**config.mk**
```make
export PLATFORM = sky130hd
export DESIGN_NAME = link_sync_frame_alignment
export DESIGN_NICKNAME = d
export VERILOG_FILES = /design/src/logic/link_sync_pkg.sv /design/src/logic/sync_stages.sv /design/src/logic/frame_lmfc_counter.sv /design/src/logic/link_sync_frame_alignment.sv
export SDC_FILE = /design/constraint.sdc
export NUM_CORES = 1
export LEC_CHECK = 0
export ABC_AREA = 1
export BUFFER_PORTS_ARGS = -buffer_cell sky130_fd_sc_hd__buf_4
export CAP_MARGIN = 0
export CORE_MARGIN = 5
export CORE_UTILIZATION = 30
export CTS_BUF_LIST = sky130_fd_sc_hd__clkbuf_4
export DETAILED_ROUTE_END_ITERATION = 16
export PLACE_DENSITY = 0.6
export RECOVER_POWER = 25
export SLEW_MARGIN = 20
export SYNTH_ARGS = -nofsm -noshare
export SYNTH_HDL_FRONTEND = slang
export SYNTH_HIERARCHICAL = 1
export SYNTH_SLANG_ARGS = --single-unit
```
**constraint.sdc**
```tcl
create_clock -name mclk -period 1.6 [get_ports mclk]
set_input_delay 0.08 -clock mclk [delete_from_list [all_inputs] [get_ports mclk]]
set_output_delay 0.08 -clock mclk [all_outputs]
set_load 0.005 [all_outputs]
```
**src/logic/link_sync_pkg.sv**
```systemverilog
// shared constants, types and carriers for the link sync and frame alignment block
`default_nettype none

package link_sync_pkg;

  // ----------------------------------------------------------------
  // synchroniser and counter defaults
  // ----------------------------------------------------------------
  localparam int SYNC_STAGES = 2;
  localparam int FRAME_CYCLES = 2;
  localparam int FRAMES_PER_MULTI = 20;
  localparam int DIV_W = 2;

  // ----------------------------------------------------------------
  // values after reset
  // ----------------------------------------------------------------
  localparam int FRAME_PHASE_RESET = 0;
  localparam int LMFC_PHASE_RESET = 0;
  // phase shown one cycle after a realigning edge
  localparam int FRAME_PHASE_AFTER_EDGE = 1;
  localparam logic [DIV_W-1:0] DIV_RESET = 2'h0;

  // ----------------------------------------------------------------
  // link states, gray along break, sync, wait, run
  // ----------------------------------------------------------------
  typedef enum logic [1:0] {
    LINK_BREAK = 2'h0,
    LINK_SYNC = 2'h1,
    LINK_WAIT = 2'h3,
    LINK_RUN = 2'h2
  } linkState_t;

  // ----------------------------------------------------------------
  // configuration bits, all from logic on mclk
  // ----------------------------------------------------------------
  typedef struct packed {
    logic syncSourceSel;
    logic syncRequestReg_n;
    logic powerDown;
    logic sleepMode;
    logic [DIV_W-1:0] clockDivider;
    logic sysrefGateEnable;
  } cfg_t;

  // ----------------------------------------------------------------
  // reasons for a link break
  // ----------------------------------------------------------------
  typedef struct packed {
    logic powerDown;
    logic sleepMode;
    logic divChange;
    logic syncRequest;
    logic sysrefMisalign;
    logic clockLoss;
  } breakCause_t;

endpackage

`default_nettype wire

```
**src/logic/sync_stages.sv**
```systemverilog
// multi-stage level synchroniser for inputs from outside mclk
`default_nettype none

module sync_stages #(
  parameter int STAGES = 2,
  parameter logic RESET_VAL = 1'b0
) (
  // clock and reset
  input wire logic mclk,
  input wire logic rst_n,
  // level in and out
  input wire logic asyncIn,
  output logic syncOut
);

  logic [STAGES-1:0] stage_q;

  initial begin
    if (STAGES < 2) begin
      $error("sync_stages needs at least two stages");
    end
  end

  // first stage feeds only the next stage
  always_ff @(posedge mclk) begin
    if (!rst_n) begin
      stage_q <= {STAGES{RESET_VAL}};
    end else begin
      stage_q <= {stage_q[STAGES-2:0], asyncIn};
    end
  end

  assign syncOut = stage_q[STAGES-1];

endmodule

`default_nettype wire

```
**src/logic/frame_lmfc_counter.sv**
```systemverilog
// frame and local multi-frame phase counters
`default_nettype none

module frame_lmfc_counter #(
  parameter int FRAME_CYCLES = 2,
  parameter int FRAMES_PER_MULTI = 20,
  localparam int FW = (FRAME_CYCLES > 1) ? $clog2(FRAME_CYCLES) : 1,
  localparam int LW = (FRAMES_PER_MULTI > 1) ? $clog2(FRAMES_PER_MULTI) : 1
) (
  // clock and reset
  input wire logic mclk,
  input wire logic rst_n,
  // control
  input wire logic restart,
  input wire logic realign,
  input wire logic hold,
  // phase and ticks
  output logic [FW-1:0] framePhase_q,
  output logic [LW-1:0] lmfcPhase_q,
  output logic frameTick_q,
  output logic lmfcTick_q
);
  import link_sync_pkg::*;

  localparam logic [FW-1:0] FRAME_LAST = FW'(FRAME_CYCLES - 1);
  localparam logic [LW-1:0] LMFC_LAST = LW'(FRAMES_PER_MULTI - 1);

  logic [FW-1:0] frame_d;
  logic [LW-1:0] lmfc_d;

  initial begin
    if (FRAME_CYCLES < 2 || FRAMES_PER_MULTI < 2) begin
      $error("frame_lmfc_counter needs at least two cycles per frame and frames per multi-frame");
    end
  end

  always_comb begin
    frame_d = framePhase_q;
    lmfc_d = lmfcPhase_q;
    if (restart) begin
      frame_d = FW'(FRAME_PHASE_RESET);
      lmfc_d = LW'(LMFC_PHASE_RESET);
    end else if (realign) begin
      // the edge cycle counts as phase zero
      frame_d = FW'(FRAME_PHASE_AFTER_EDGE);
      lmfc_d = LW'(LMFC_PHASE_RESET);
    end else if (!hold) begin
      if (framePhase_q == FRAME_LAST) begin
        frame_d = '0;
        lmfc_d = (lmfcPhase_q == LMFC_LAST) ? '0 : lmfcPhase_q + 1'b1;
      end else begin
        frame_d = framePhase_q + 1'b1;
      end
    end
  end

  always_ff @(posedge mclk) begin
    if (!rst_n) begin
      framePhase_q <= FW'(FRAME_PHASE_RESET);
      lmfcPhase_q <= LW'(LMFC_PHASE_RESET);
      frameTick_q <= 1'b0;
      lmfcTick_q <= 1'b0;
    end else begin
      framePhase_q <= frame_d;
      lmfcPhase_q <= lmfc_d;
      frameTick_q <= (frame_d == '0);
      lmfcTick_q <= (frame_d == '0) && (lmfc_d == '0);
    end
  end

endmodule

`default_nettype wire

```
**src/logic/link_sync_frame_alignment.sv**
```systemverilog
// link synchronisation, frame and multi-frame alignment, and link break control
//
// What this block does
// - low sync request level asks for resynchronisation
// - sync request pin taken fully asynchronous
// - source select one uses register request, ignores pin
// - counters start at default phase after reset
// - power-down or sleep breaks the link
// - clock divider change breaks the link
// - sync request from the selected source breaks link
// - misaligned sysref edge breaks link and realigns
// - aligned sysref edge keeps phase and link
// - sample clock interruption breaks the link
// - gate enabled while sysref high acts as edge
// - periodic sysref aligns once, later aligned edges ignored
`default_nettype none

module link_sync_frame_alignment #(
  parameter int SYNC_STAGES = link_sync_pkg::SYNC_STAGES,
  parameter int FRAME_CYCLES = link_sync_pkg::FRAME_CYCLES,
  parameter int FRAMES_PER_MULTI = link_sync_pkg::FRAMES_PER_MULTI,
  localparam int FW = (FRAME_CYCLES > 1) ? $clog2(FRAME_CYCLES) : 1,
  localparam int LW = (FRAMES_PER_MULTI > 1) ? $clog2(FRAMES_PER_MULTI) : 1
) (
  // clock and reset
  input wire logic mclk,
  input wire logic rst_n,
  // pins from outside mclk
  input wire logic syncRequest_n,
  input wire logic sysrefIn,
  input wire logic sampleClockInAlive,
  // configuration from logic on mclk
  input wire link_sync_pkg::cfg_t cfg,
  // link state
  output logic linkUp_q,
  output logic linkBreak_q,
  output link_sync_pkg::breakCause_t breakCause_q,
  output link_sync_pkg::linkState_t state_q,
  // alignment
  output logic realignPulse_q,
  output logic alignedOnce_q,
  output logic frameTick_q,
  output logic lmfcTick_q,
  output logic [FW-1:0] framePhase_q,
  output logic [LW-1:0] lmfcPhase_q
);
  import link_sync_pkg::*;

  // ----------------------------------------------------------------
  // elaboration checks
  // ----------------------------------------------------------------
  initial begin
    if (SYNC_STAGES < 2) begin
      $error("link_sync_frame_alignment needs two or more synchroniser stages");
    end
  end

  // ----------------------------------------------------------------
  // input synchronisers
  // ----------------------------------------------------------------
  logic syncPinSync_n;
  logic sysrefSync;
  logic clockAliveSync;

  // idle high so that reset never looks like a request
  sync_stages #(.STAGES(SYNC_STAGES), .RESET_VAL(1'b1)) u_syncPin (
    .mclk(mclk),
    .rst_n(rst_n),
    .asyncIn(syncRequest_n),
    .syncOut(syncPinSync_n)
  );

  sync_stages #(.STAGES(SYNC_STAGES), .RESET_VAL(1'b0)) u_sysref (
    .mclk(mclk),
    .rst_n(rst_n),
    .asyncIn(sysrefIn),
    .syncOut(sysrefSync)
  );

  // clock detector output; low means the sample clock has stopped
  sync_stages #(.STAGES(SYNC_STAGES), .RESET_VAL(1'b1)) u_clkAlive (
    .mclk(mclk),
    .rst_n(rst_n),
    .asyncIn(sampleClockInAlive),
    .syncOut(clockAliveSync)
  );

  // ----------------------------------------------------------------
  // sync request source
  // ----------------------------------------------------------------
  logic syncReq;

  // pin is ignored entirely with register source, so it may float
  assign syncReq = cfg.syncSourceSel ? !cfg.syncRequestReg_n : !syncPinSync_n;

  // ----------------------------------------------------------------
  // divider change watch
  // ----------------------------------------------------------------
  logic [DIV_W-1:0] divPrev_q;
  logic divValid_q;
  logic divChange;

  // previous value caught after reset release, never under reset
  always_ff @(posedge mclk) begin
    if (!rst_n) begin
      divPrev_q <= DIV_RESET;
      divValid_q <= 1'b0;
    end else begin
      divPrev_q <= cfg.clockDivider;
      divValid_q <= 1'b1;
    end
  end

  assign divChange = divValid_q && (divPrev_q != cfg.clockDivider);

  // ----------------------------------------------------------------
  // sysref gate and edge compare
  // ----------------------------------------------------------------
  logic sysrefGated;
  logic gatedPrev_q;
  logic sysrefEdge;
  logic phaseZero;
  logic alignedEdge;
  logic misEdge;

  // gate enable while high reads as an edge, by design of the gate
  assign sysrefGated = sysrefSync && cfg.sysrefGateEnable;
  assign sysrefEdge = sysrefGated && !gatedPrev_q;

  always_ff @(posedge mclk) begin
    if (!rst_n) begin
      gatedPrev_q <= 1'b0;
    end else begin
      gatedPrev_q <= sysrefGated;
    end
  end

  assign phaseZero = (framePhase_q == '0) && (lmfcPhase_q == '0);
  // before any edge the default phase is not trusted
  assign alignedEdge = sysrefEdge && alignedOnce_q && phaseZero;
  assign misEdge = sysrefEdge && !alignedEdge;

  always_ff @(posedge mclk) begin
    if (!rst_n) begin
      alignedOnce_q <= 1'b0;
      realignPulse_q <= 1'b0;
    end else begin
      if (sysrefEdge) begin
        alignedOnce_q <= 1'b1;
      end
      realignPulse_q <= misEdge;
    end
  end

  // ----------------------------------------------------------------
  // frame and multi-frame counters
  // ----------------------------------------------------------------
  logic counterRestart;
  logic counterHold;

  // internal clocks stop while powered down or without sample clock
  assign counterHold = cfg.powerDown || cfg.sleepMode || !clockAliveSync;
  assign counterRestart = divChange;

  frame_lmfc_counter #(.FRAME_CYCLES(FRAME_CYCLES), .FRAMES_PER_MULTI(FRAMES_PER_MULTI)) u_counter (
    .mclk(mclk),
    .rst_n(rst_n),
    .restart(counterRestart),
    .realign(misEdge),
    .hold(counterHold),
    .framePhase_q(framePhase_q),
    .lmfcPhase_q(lmfcPhase_q),
    .frameTick_q(frameTick_q),
    .lmfcTick_q(lmfcTick_q)
  );

  // ----------------------------------------------------------------
  // break causes
  // ----------------------------------------------------------------
  breakCause_t cause_d;
  logic hardBreak;

  always_comb begin
    cause_d.powerDown = cfg.powerDown;
    cause_d.sleepMode = cfg.sleepMode;
    cause_d.divChange = divChange;
    cause_d.syncRequest = syncReq;
    cause_d.sysrefMisalign = misEdge;
    cause_d.clockLoss = !clockAliveSync;
  end

  assign hardBreak = cause_d.powerDown || cause_d.sleepMode || cause_d.divChange || cause_d.sysrefMisalign ||
                     cause_d.clockLoss;

  // ----------------------------------------------------------------
  // link state machine
  // ----------------------------------------------------------------
  linkState_t state_d;

  always_comb begin
    state_d = state_q;
    case (state_q)
      LINK_BREAK: begin
        if (!hardBreak && syncReq) begin
          state_d = LINK_SYNC;
        end
      end
      LINK_SYNC: begin
        if (hardBreak) begin
          state_d = LINK_BREAK;
        end else if (!syncReq) begin
          state_d = LINK_WAIT;
        end
      end
      LINK_WAIT: begin
        if (hardBreak) begin
          state_d = LINK_BREAK;
        end else if (syncReq) begin
          state_d = LINK_SYNC;
        end else if (lmfcTick_q) begin
          // data starts on a multi-frame boundary
          state_d = LINK_RUN;
        end
      end
      LINK_RUN: begin
        if (hardBreak) begin
          state_d = LINK_BREAK;
        end else if (syncReq) begin
          state_d = LINK_SYNC;
        end
      end
      default: begin
        state_d = LINK_BREAK;
      end
    endcase
  end

  always_ff @(posedge mclk) begin
    if (!rst_n) begin
      state_q <= LINK_BREAK;
    end else begin
      state_q <= state_d;
    end
  end

  // ----------------------------------------------------------------
  // status outputs
  // ----------------------------------------------------------------
  always_ff @(posedge mclk) begin
    if (!rst_n) begin
      linkUp_q <= 1'b0;
      linkBreak_q <= 1'b0;
      breakCause_q <= '0;
    end else begin
      linkUp_q <= (state_d == LINK_RUN);
      linkBreak_q <= (state_q == LINK_RUN) && (state_d != LINK_RUN);
      breakCause_q <= cause_d;
    end
  end

  // ----------------------------------------------------------------
  // checks
  // ----------------------------------------------------------------
  pinSyncDelay_a: assert property (@(posedge mclk) disable iff (!rst_n)
    $fell(syncPinSync_n) |-> $past(syncRequest_n, SYNC_STAGES) == 1'b0)
    else $error("pin request reached logic without passing the synchroniser");

  syncBreak_a: assert property (@(posedge mclk) disable iff (!rst_n)
    (state_q == LINK_RUN && syncReq && !hardBreak) |=> (!linkUp_q && linkBreak_q && state_q == LINK_SYNC))
    else $error("sync request did not break the running link");

  regSource_a: assert property (@(posedge mclk) disable iff (!rst_n)
    (cfg.syncSourceSel && cfg.syncRequestReg_n && state_q == LINK_RUN && !hardBreak) |=> linkUp_q)
    else $error("pin request acted while register source selected");

  powerBreak_a: assert property (@(posedge mclk) disable iff (!rst_n)
    (cfg.powerDown || cfg.sleepMode) |=> (!linkUp_q && state_q == LINK_BREAK))
    else $error("power-down or sleep left the link up");

  divBreak_a: assert property (@(posedge mclk) disable iff (!rst_n)
    (divValid_q && $changed(cfg.clockDivider)) |=> (!linkUp_q && framePhase_q == '0 && lmfcPhase_q == '0))
    else $error("divider change did not break link and restart phase");

  clockLoss_a: assert property (@(posedge mclk) disable iff (!rst_n)
    $fell(clockAliveSync) |=> (!linkUp_q && $stable(framePhase_q)))
    else $error("sample clock loss left the link up or clocks running");

  misRealign_a: assert property (@(posedge mclk) disable iff (!rst_n)
    (misEdge && !counterRestart) |=> (realignPulse_q && !linkUp_q && framePhase_q == FW'(FRAME_PHASE_AFTER_EDGE)
      && lmfcPhase_q == '0))
    else $error("misaligned sysref edge did not realign and break");

  alignedKeep_a: assert property (@(posedge mclk) disable iff (!rst_n)
    (alignedEdge && state_q == LINK_RUN && !hardBreak && !syncReq) |=> (linkUp_q && !realignPulse_q && !linkBreak_q))
    else $error("aligned sysref edge disturbed the link");

  gateEdge_a: assert property (@(posedge mclk) disable iff (!rst_n)
    ($rose(cfg.sysrefGateEnable) && sysrefSync) |-> sysrefEdge ##1 alignedOnce_q)
    else $error("gate enable with sysref high was not taken as an edge");

  periodicOnce_a: assert property (@(posedge mclk) disable iff (!rst_n)
    (sysrefEdge && alignedOnce_q && phaseZero) |=> !realignPulse_q)
    else $error("repeat aligned edge caused realignment");

  defaultPhase_a: assert property (@(posedge mclk) disable iff (!rst_n)
    $rose(rst_n) |-> (framePhase_q == '0 && lmfcPhase_q == '0 && !alignedOnce_q && !linkUp_q))
    else $error("counters did not start at default phase");

endmodule

`default_nettype wire

```
# Yosys cells after proc, flatten, opt, wreduce, memory -nomap -nowiden
# Index checks and enable logic that the tools add are counted.
[classes]
bitwise = 2
n_addsub = 2
n_eq_ne = 7
n_reduce_logical = 24
mux = 20
[op_table]
columns = ["operator", "n"]
rows = [
  ["2-to-1 mux 5 bit", 5],
  ["2-to-1 mux 2 bit", 8],
  ["logical AND 1 bit", 10],
  ["logical NOT 5 bit", 2],
  ["case mux 2 bit (4 select lines)", 1],
  ["equality test 2 bit, second input constant", 3],
  ["logical NOT 1 bit", 6],
  ["2-to-1 mux 1 bit", 6],
  ["adder 5 x 1 -> 5 bit, second input constant", 1],
  ["equality test 5 bit, second input constant", 1],
  ["logical OR 1 bit", 5],
  ["equality test 2 x 1 -> 1 bit, second input constant", 1],
  ["logical NOT 2 bit", 1],
  ["inequality test 2 bit", 1],
  ["inequality test 2 bit, second input constant", 1],
  ["inverter 1 bit", 2],
  ["adder 1 bit, second input constant", 1],
]
[word_totals]
wordCells = 75
reg_bits = 29
out_inout_bits = 20
inputBits = 12

# Logic depth before layout (Yosys ltp)
# Gate-level depths: netlist of the first run.
[depth]
depth_word = 14
depth_mapped = 12
depth_no_buf = 12

# By module
# The synthesis of the first run kept the hierarchy.
[by_module_without_submodules]
columns = ["module", "seq_area_each_um2", "instances", "cells_each", "area_per_inst_um2"]
rows = [
  ["link_sync_frame_alignment", 300.3, 1, 74, 574.3],
  ["frame_lmfc_counter", 160.2, 1, 66, 416.6],
  ["sync_stages", 40.0, 3, 6, 55.1],
]

# Worst setup path after synthesis of the first run
# Ideal clock, no wire load.
[synth_timing]
kind = "register -> register"
startpoint = "register u_counter.lmfcPhase_q[2]"
endpoint = "register u_counter.lmfcTick_q"
path_stages_with_launch = 11
n_path_buf = 0
setup_slack_ns = 0.192
period_less_slack_ns = 1.408
t_required_ns = 1.483
setup_time_ns = 0.117
arrival_time_ns = 1.291
cell_sequence = "dfxtp_1 nor3_1 nand3_1 nand2_2 inv_1 nor2_1 inv_1 a21oi_1 nand2_1 nand3_1 nor2_1"
[synth_lines]
columns = ["element", "line_no", "source"]
rows = [
  ["start: declaration", "frame_lmfc_counter.sv:19", "output logic [LW-1:0] lmfcPhase_q,"],
  ["start signal: assignment", "frame_lmfc_counter.sv:60", "lmfcPhase_q <= LW'(LMFC_PHASE_RESET);"],
  ["start signal: assignment", "frame_lmfc_counter.sv:65", "lmfcPhase_q <= lmfc_d;"],
  ["end signal: assignment", "frame_lmfc_counter.sv:67", "lmfcTick_q <= (frame_d == '0) && (lmfc_d == '0);"],
  ["end: declaration", "frame_lmfc_counter.sv:21", "output logic lmfcTick_q"],
]

==> results.sh, run 1 <==
export IMPL_run_status="finished clean"
export IMPL_final_hold_violation_count=0
export IMPL_setup_total_negative_slack_ps=0
export IMPL_rsz_0062_raised_after_global_routing="false"
export IMPL_gr_usage_all_layers_pct=11.0
export IMPL_n_antenna_cell=0
export IMPL_syn_mean_instance_area_um2=7.32
export IMPL_synth_top_cell_by_area="dfxtp_1"
export IMPL_critical_path_arrival_ps=1660
export IMPL_postPlaceCellArea_um2=1470
export IMPL_antenna_violations_before_repair=0
export IMPL_drive_gt1_share_pct=27.4
export IMPL_drt_total_wl_um=2610
export IMPL_cp_start_kind="input pin"
export IMPL_clkLatencyLatePin_ps=330
export IMPL_die_area_um2=5200
export IMPL_ff2ff_path_depth=10
export IMPL_clock_sinks=29
export IMPL_synthesis_nets=171
export IMPL_dr_total_vias=1088
export IMPL_remaining_drc_errors=0
export IMPL_io_port_bufs=31
export IMPL_final_min_clock_period_ps=1430
export IMPL_skew_final_ps=2.38
export IMPL_hold_path_cell_count=3
export IMPL_number_of_warnings_issued_by_yosys=6
export IMPL_cts_tree="done"
export IMPL_worst_slew_pin_tran_ps=319
export IMPL_max_slew_margin_rel_pct=78.5
export IMPL_synthesis_area_um2=1160
export IMPL_drt_pass1_iterations=4
export IMPL_netlist_cell_type_count=18
export IMPL_critical_path_end_type="flop"
export IMPL_chipWidth_um=72.1
export IMPL_crit_reg2reg_launch="u_counter/lmfcPhase_q[2]$_SDFF_PN0_"
export IMPL_avgViaCountPerCell=4.25
export IMPL_boundaryPins=32
export IMPL_layout_common_cells="inv_1, buf_4, nand2_1"
export IMPL_fp_dieH_um=72.1
export IMPL_final_antenna_net_count=0
export IMPL_first_global_vias=1000
export IMPL_synth_yosys_seq_area_share_pct=50.2
export IMPL_detailedPlacementHpwl_um=1880
export IMPL_clock_tree_htree_level_count=2
export IMPL_area_fraction_of_the_dominant_cell_type_after_synthesis_pct=50.2
export IMPL_path_type_of_the_worst_setup_path="in2reg"
export IMPL_period_share_pct=89.3
export IMPL_leakagePower_nw=0.832
export IMPL_worst_ir_drop_vdd_v=0.000556
export IMPL_avgRoutedWirePerCell_um=10.2
export IMPL_finalWeightedCongestion=0.827
export IMPL_critical_path_max_fanout=4
export IMPL_clkSlewWorstSetupHoldPaths_ps=90
export IMPL_numCtsBuffers=5
export IMPL_timing_final_max_slew_violations=0
export IMPL_finish_net_count=220
export IMPL_start_util_pct=31.3
export IMPL_flow_area_growth_from_synthesis_pct=40.6
export IMPL_num_rows=22
export IMPL_hold_path_class="in2reg"
export IMPL_clock_tree_root_cell="clkbuf_4"
export IMPL_core_area_um2=3690
export IMPL_synth_top_cells_by_area="dfxtp_1, inv_1, nand2_1, nor2_1, nand3_1"
export IMPL_syn_inst=158
export IMPL_startpoint="cfg[2]"
export IMPL_ctsLongestPathBuffers=2
export IMPL_maxCapViolations=0
export IMPL_powerDensity_nw_per_um2=834
export IMPL_drt_initial_violations=43
export IMPL_ys_seq_elements=29
export IMPL_timing_final_setup_violations=0
export IMPL_gr_total_overflow=0
export IMPL_final_cell_area_um2=1630
export IMPL_first_pass_grt_wire_length_um=4340
export IMPL_hp_start="cfg[0]"
export IMPL_critPathRequiredTime_ps=1830
export IMPL_fmax_mhz=700
export IMPL_grt_start_max_net_pins=18
sequential cells by signal, summed over array words and instances (netlist names):
name and count:
u_counter/framePhase_q 1, linkUp_q 1, divValid_q 1, divPrev_q 2, u_clkAlive/stage_q 2, gatedPrev_q 1
u_counter/frameTick_q 1, u_syncPin/stage_q 2, state_q 2, linkBreak_q 1, u_counter/lmfcTick_q 1, breakCause_q 6
u_sysref/stage_q 2, alignedOnce_q 1, u_counter/lmfcPhase_q 5
cell type report:
cell class                      count  area [µm²]
Clock inverter                      3        17.5
Clock buffer                        5        37.5
Fill cell                         406        2060
Timing Repair Buffer               43         343
Inverter                           35         131
Tap cell                           48        60.1
Multi-Input combinational cell     93         452
Sequential cell                    29         584
synthesized netlist by cell type:
| cell type | number |
|---|---|
| inv_1 | 34 |
| nand2_1 | 34 |
| dfxtp_1 | 29 |
| nor2_1 | 22 |
| nand3_1 | 13 |
| a21oi_1 | 4 |
| o21ai_0 | 4 |
| nand2_2 | 3 |
| nand4_1 | 3 |
| and2_1 | 2 |
| nor3_1 | 2 |
| nor3_2 | 2 |
| a21oi_4 | 1 |
| a31oi_1 | 1 |
| buf_4 | 1 |
| ha_1 | 1 |
| inv_2 | 1 |
| nor2_2 | 1 |
path summary, 6_finish.rpt:
| check | end | slack [ps] |
|---|---|---|
| max | u_counter/lmfcTick_q$_SDFF_PN0_ | 170 |
| min | gatedPrev_q$_SDFF_PN0_ | 20 |
| min reg2reg | u_clkAlive/stage_q[1]$_SDFF_PN1_ | 410 |
| max reg2reg | u_counter/lmfcTick_q$_SDFF_PN0_ | 190 |
what timing repair did:
item,in CTS,in global routing
buffers inserted,0,0
endpoints found under the hold margin,8,0
hold buffers,8,0
setup endpoints to repair,0,4
gates resized for setup,0,7
per-layer routing:
layer / part of all wire [%] / vias up / track usage [%]
met5: 0 / - / 0
met4: 2.0 / 0 / 6.26
met3: 6.9 / 5 / 3.74
met2: 43 / 36 / 15.0
met1: 48 / 471 / 14.9
li1: - / 576 / -
logic make-up (layout without fill, tap and decap cells):
| group | Yosys count | count (layout) | synth area share (%) |
|---|---|---|---|
| and+or+nand+nor | 82 | 82 | 31.3 |
| buffers and inverters | 36 | 86 | 12.0 |
| DFF | 29 | 29 | 50.2 |
| AOI/OAI and AO/OA | 10 | 10 | 5.41 |
| adders and majority gates | 1 | 1 | 1.08 |
where the power goes:
| group | leakage [nW] | internal, mW | switching, mW | total [mW] |
|---|---|---|---|---|
| sequential | 0.240 | 0.750 | 0.0134 | 0.763 |
| combinational | 0.561 | 0.0804 | 0.0817 | 0.162 |
| clock | 0.0310 | 0.165 | 0.265 | 0.431 |
worst max-delay path, stage by stage:
cell	delay, ps
dlygate4sd3_1	540
buf_4	140
inv_1	40
nand2_1	40
nand2_1	60
nand2_2	80
nand2_1	80
inv_1	80
nor2_4	120
inv_1	60
a21oi_1	110
nand2_1	90
nand3_1	90
nor2_1	40
per-stage QoR:
| stage | hold WS [ps] | total power, mW | worst slack (ps) | utilization (%) | cells |
|---|---|---|---|---|---|
| final | 23.5 | 1.36 | 171 | 44.1 | 256 |
| after global routing | 45.7 | 1.43 | 2.93 | 44.1 | 256 |
| after CTS | 13.3 | 1.37 | 44.1 | 43.6 | 256 |
| after detailed placement | 255 | 0.924 | 59.1 | 39.9 | 240 |
| after global placement | 248 | 0.923 | 147 | 39.9 | 240 |
| after floorplan | 108 | 0.849 | 192 | - | 158 |
(Power assumes the default switching activity.)
==> run 2, diff against run 1 <==
--- a/config.mk
+++ b/config.mk
@@ -11,8 +11,9 @@
 export CORE_MARGIN = 5
 export CORE_UTILIZATION = 30
 export CTS_BUF_LIST = sky130_fd_sc_hd__clkbuf_4
+export CTS_CLUSTER_DIAMETER = 200
 export DETAILED_ROUTE_END_ITERATION = 16
-export PLACE_DENSITY = 0.6
+export PLACE_DENSITY = 0.62
 export RECOVER_POWER = 25
 export SLEW_MARGIN = 20
 export SYNTH_ARGS = -nofsm -noshare
==> constraint.sdc (replaced) <==
create_clock -name mclk -period 1.3 [get_ports mclk]
set_input_delay 0.26 -clock mclk [delete_from_list [all_inputs] [get_ports mclk]]
set_output_delay 0.26 -clock mclk [all_outputs]
set_load 0.005 [all_outputs]
==> run 2 against run 1 <==
  * The flow now finishes with violations (negative setup slack)
  * Wire length is 4.3% lower
  * Highest routed layer unchanged
  * Combinational power is 35% higher
  * Via count is 0.55% higher
  * Design area is 3.2% higher
  * Setup slack worse by 210 ps
  * Largest cell class unchanged
  * Clock skew is 8.8 ps higher
  * Total power is 24% higher
  * Global-route usage is 0.63 points lower
  * Sequential power is 23% higher
  * Register-to-register slack worse by 230 ps
==> results.sh, run 2 (synthesis gave the netlist of run 1 again) <==
export IMPL_run_status="finished with violations"
export IMPL_violations="negative setup slack"
export IMPL_maxCapViolations=0
export IMPL_critPathRequiredTime_ps=1530
export IMPL_die_area_um2=5200
export IMPL_largest_register="breakCause_q"
export IMPL_drt_initial_violations=18
export IMPL_powerDensity_nw_per_um2=1000
export IMPL_cp_start_kind="flop"
export IMPL_final_hold_violation_count=0
export IMPL_timing_final_setup_violations=1
export IMPL_dpl_worst_slack_ps=-82.5
export IMPL_finish_net_count=227
export IMPL_largest_register_ffs=6
export IMPL_fmax_mhz=745
export IMPL_clock_tree_root_cell="clkbuf_4"
export IMPL_top_regs="breakCause_q (6), u_counter/lmfcPhase_q (5)"
export IMPL_io_port_bufs=31
export IMPL_layout_commonest_cell="buf_4"
export IMPL_avgRoutedWirePerCell_um=9.49
export IMPL_max_slew_margin_rel_pct=81.9
export IMPL_gr_usage_all_layers_pct=10.3
export IMPL_critical_path_arrival_ps=1570
export IMPL_drive_gt1_share_pct=36.7
export IMPL_clkSlewWorstSetupHoldPaths_ps=100
export IMPL_cts_tree="done"
export IMPL_clock_tree_htree_level_count=2
export IMPL_met2RoutedLength_um=1200
export IMPL_final_min_clock_period_ps=1340
export IMPL_final_antenna_net_count=0
export IMPL_first_global_vias=1019
export IMPL_grt_start_max_net_pins=18
export IMPL_dr_total_vias=1094
export IMPL_antenna_violations_before_repair=0
export IMPL_detailedPlacementHpwl_um=1920
export IMPL_numCtsBuffers=5
export IMPL_leakagePower_nw=0.876
export IMPL_boundaryPins=32
export IMPL_remaining_drc_errors=0
export IMPL_gr_total_overflow=0
export IMPL_first_pass_grt_wire_length_um=4220
export IMPL_start_util_pct=31.3
export IMPL_drt_total_wl_um=2500
export IMPL_ff2ff_setup_slack_ps=-40
export IMPL_period_share_pct=103
export IMPL_avgViaCountPerCell=4.16
export IMPL_n_antenna_cell=0
export IMPL_chipWidth_um=72.1
export IMPL_critical_path_end_type="flop"
export IMPL_hold_path_class="in2reg"
export IMPL_wl_met1_um=1120
export IMPL_skew_final_ps=11.2
export IMPL_finalWeightedCongestion=0.802
export IMPL_topRoutingLayerUsed="met4"
export IMPL_clkLatencyLatePin_ps=320
export IMPL_worst_slew_pin_tran_ps=268
export IMPL_layout_common_cells="buf_4, nand2_1, inv_1"
export IMPL_met3_length_um=157
export IMPL_path_type_of_the_worst_setup_path="reg2reg"
export IMPL_worst_slack_ps=-42.4
export IMPL_worst_ir_drop_vdd_v=0.000645
export IMPL_hold_ws_ps=104
export IMPL_flow_area_growth_from_synthesis_pct=45.0
export IMPL_num_rows=22
export IMPL_ctsLongestPathBuffers=2
export IMPL_drt_pass1_iterations=4
export IMPL_fp_dieH_um=72.1
export IMPL_critical_path_max_fanout=4
export IMPL_timing_final_max_slew_violations=0
export IMPL_clock_sinks=29
export IMPL_setup_total_negative_slack_ps=-42.4
export IMPL_core_area_um2=3690
export IMPL_placed_cells_incl_taps=253
export IMPL_stdcell_count=263
export IMPL_rsz_0062_raised_after_global_routing="true"
## run 2: timing repair
action / CTS / global route
hold buffers: 0 / 0
setup buffers: 2 / 1
endpoints found under the setup margin: 1 / 8
resized for setup: 5 / 5
pin swaps: 6 / 8
## run 2: final cells by class
class                           instances  area (µm²)
Clock buffer                            5        37.5
Clock inverter                          3        16.3
Fill cell                             400        2010
Inverter                               35         131
Multi-Input combinational cell         93         467
Sequential cell                        29         586
Tap cell                               48        60.1
Timing Repair Buffer                   50         379
## run 2: worst paths after layout
| path | from | end | cells after the start |
|---|---|---|---|
| worst max register to register | u_counter/framePhase_q$_SDFF_PN0_ | u_counter/lmfcTick_q$_SDFF_PN0_ | 10 |
| worst min register to register | u_syncPin/stage_q[0]$_SDFF_PN1_ | u_syncPin/stage_q[1]$_SDFF_PN1_ | 2 |
| worst max-delay path | u_counter/framePhase_q$_SDFF_PN0_ | u_counter/lmfcTick_q$_SDFF_PN0_ | 10 |
| worst min-delay path | sysrefIn | u_sysref/stage_q[0]$_SDFF_PN0_ | 3 |
## run 2: metrics by stage
stage	utilization, %	power [mW]	cell area (µm²)
finish	45.5	1.68	1680
global route	45.5	1.78	1680
CTS	45.1	1.70	1670
detailed placement	43.0	1.17	1590
global placement	43.0	1.16	1590
floorplan	-	1.05	1170
## run 2: routing by layer
| layer | global-route usage, % | vias to the layer above |
|---|---|---|
| met4 | 3.13 | 0 |
| li1 | - | 588 |
| met2 | 16.7 | 24 |
| met3 | 4.43 | 2 |
| met5 | 0 | - |
| met1 | 12.4 | 480 |
## run 2: critical path, cell delays in order (launching register included)
cell,delay (ps)
dfxtp_4,350
nor3_2,170
nand3_1,100
nand2_2,90
inv_2,60
nor2_4,130
inv_2,60
a21oi_2,90
nand2_1,70
nand3_1,90
nor2_1,40
## run 2: report_power, final
| part | internal [mW] | switching [mW] | total (mW) |
|---|---|---|---|
| Clock | 0.205 | 0.320 | 0.525 |
| Sequential | 0.921 | 0.0154 | 0.937 |
| Combinational | 0.113 | 0.106 | 0.219 |
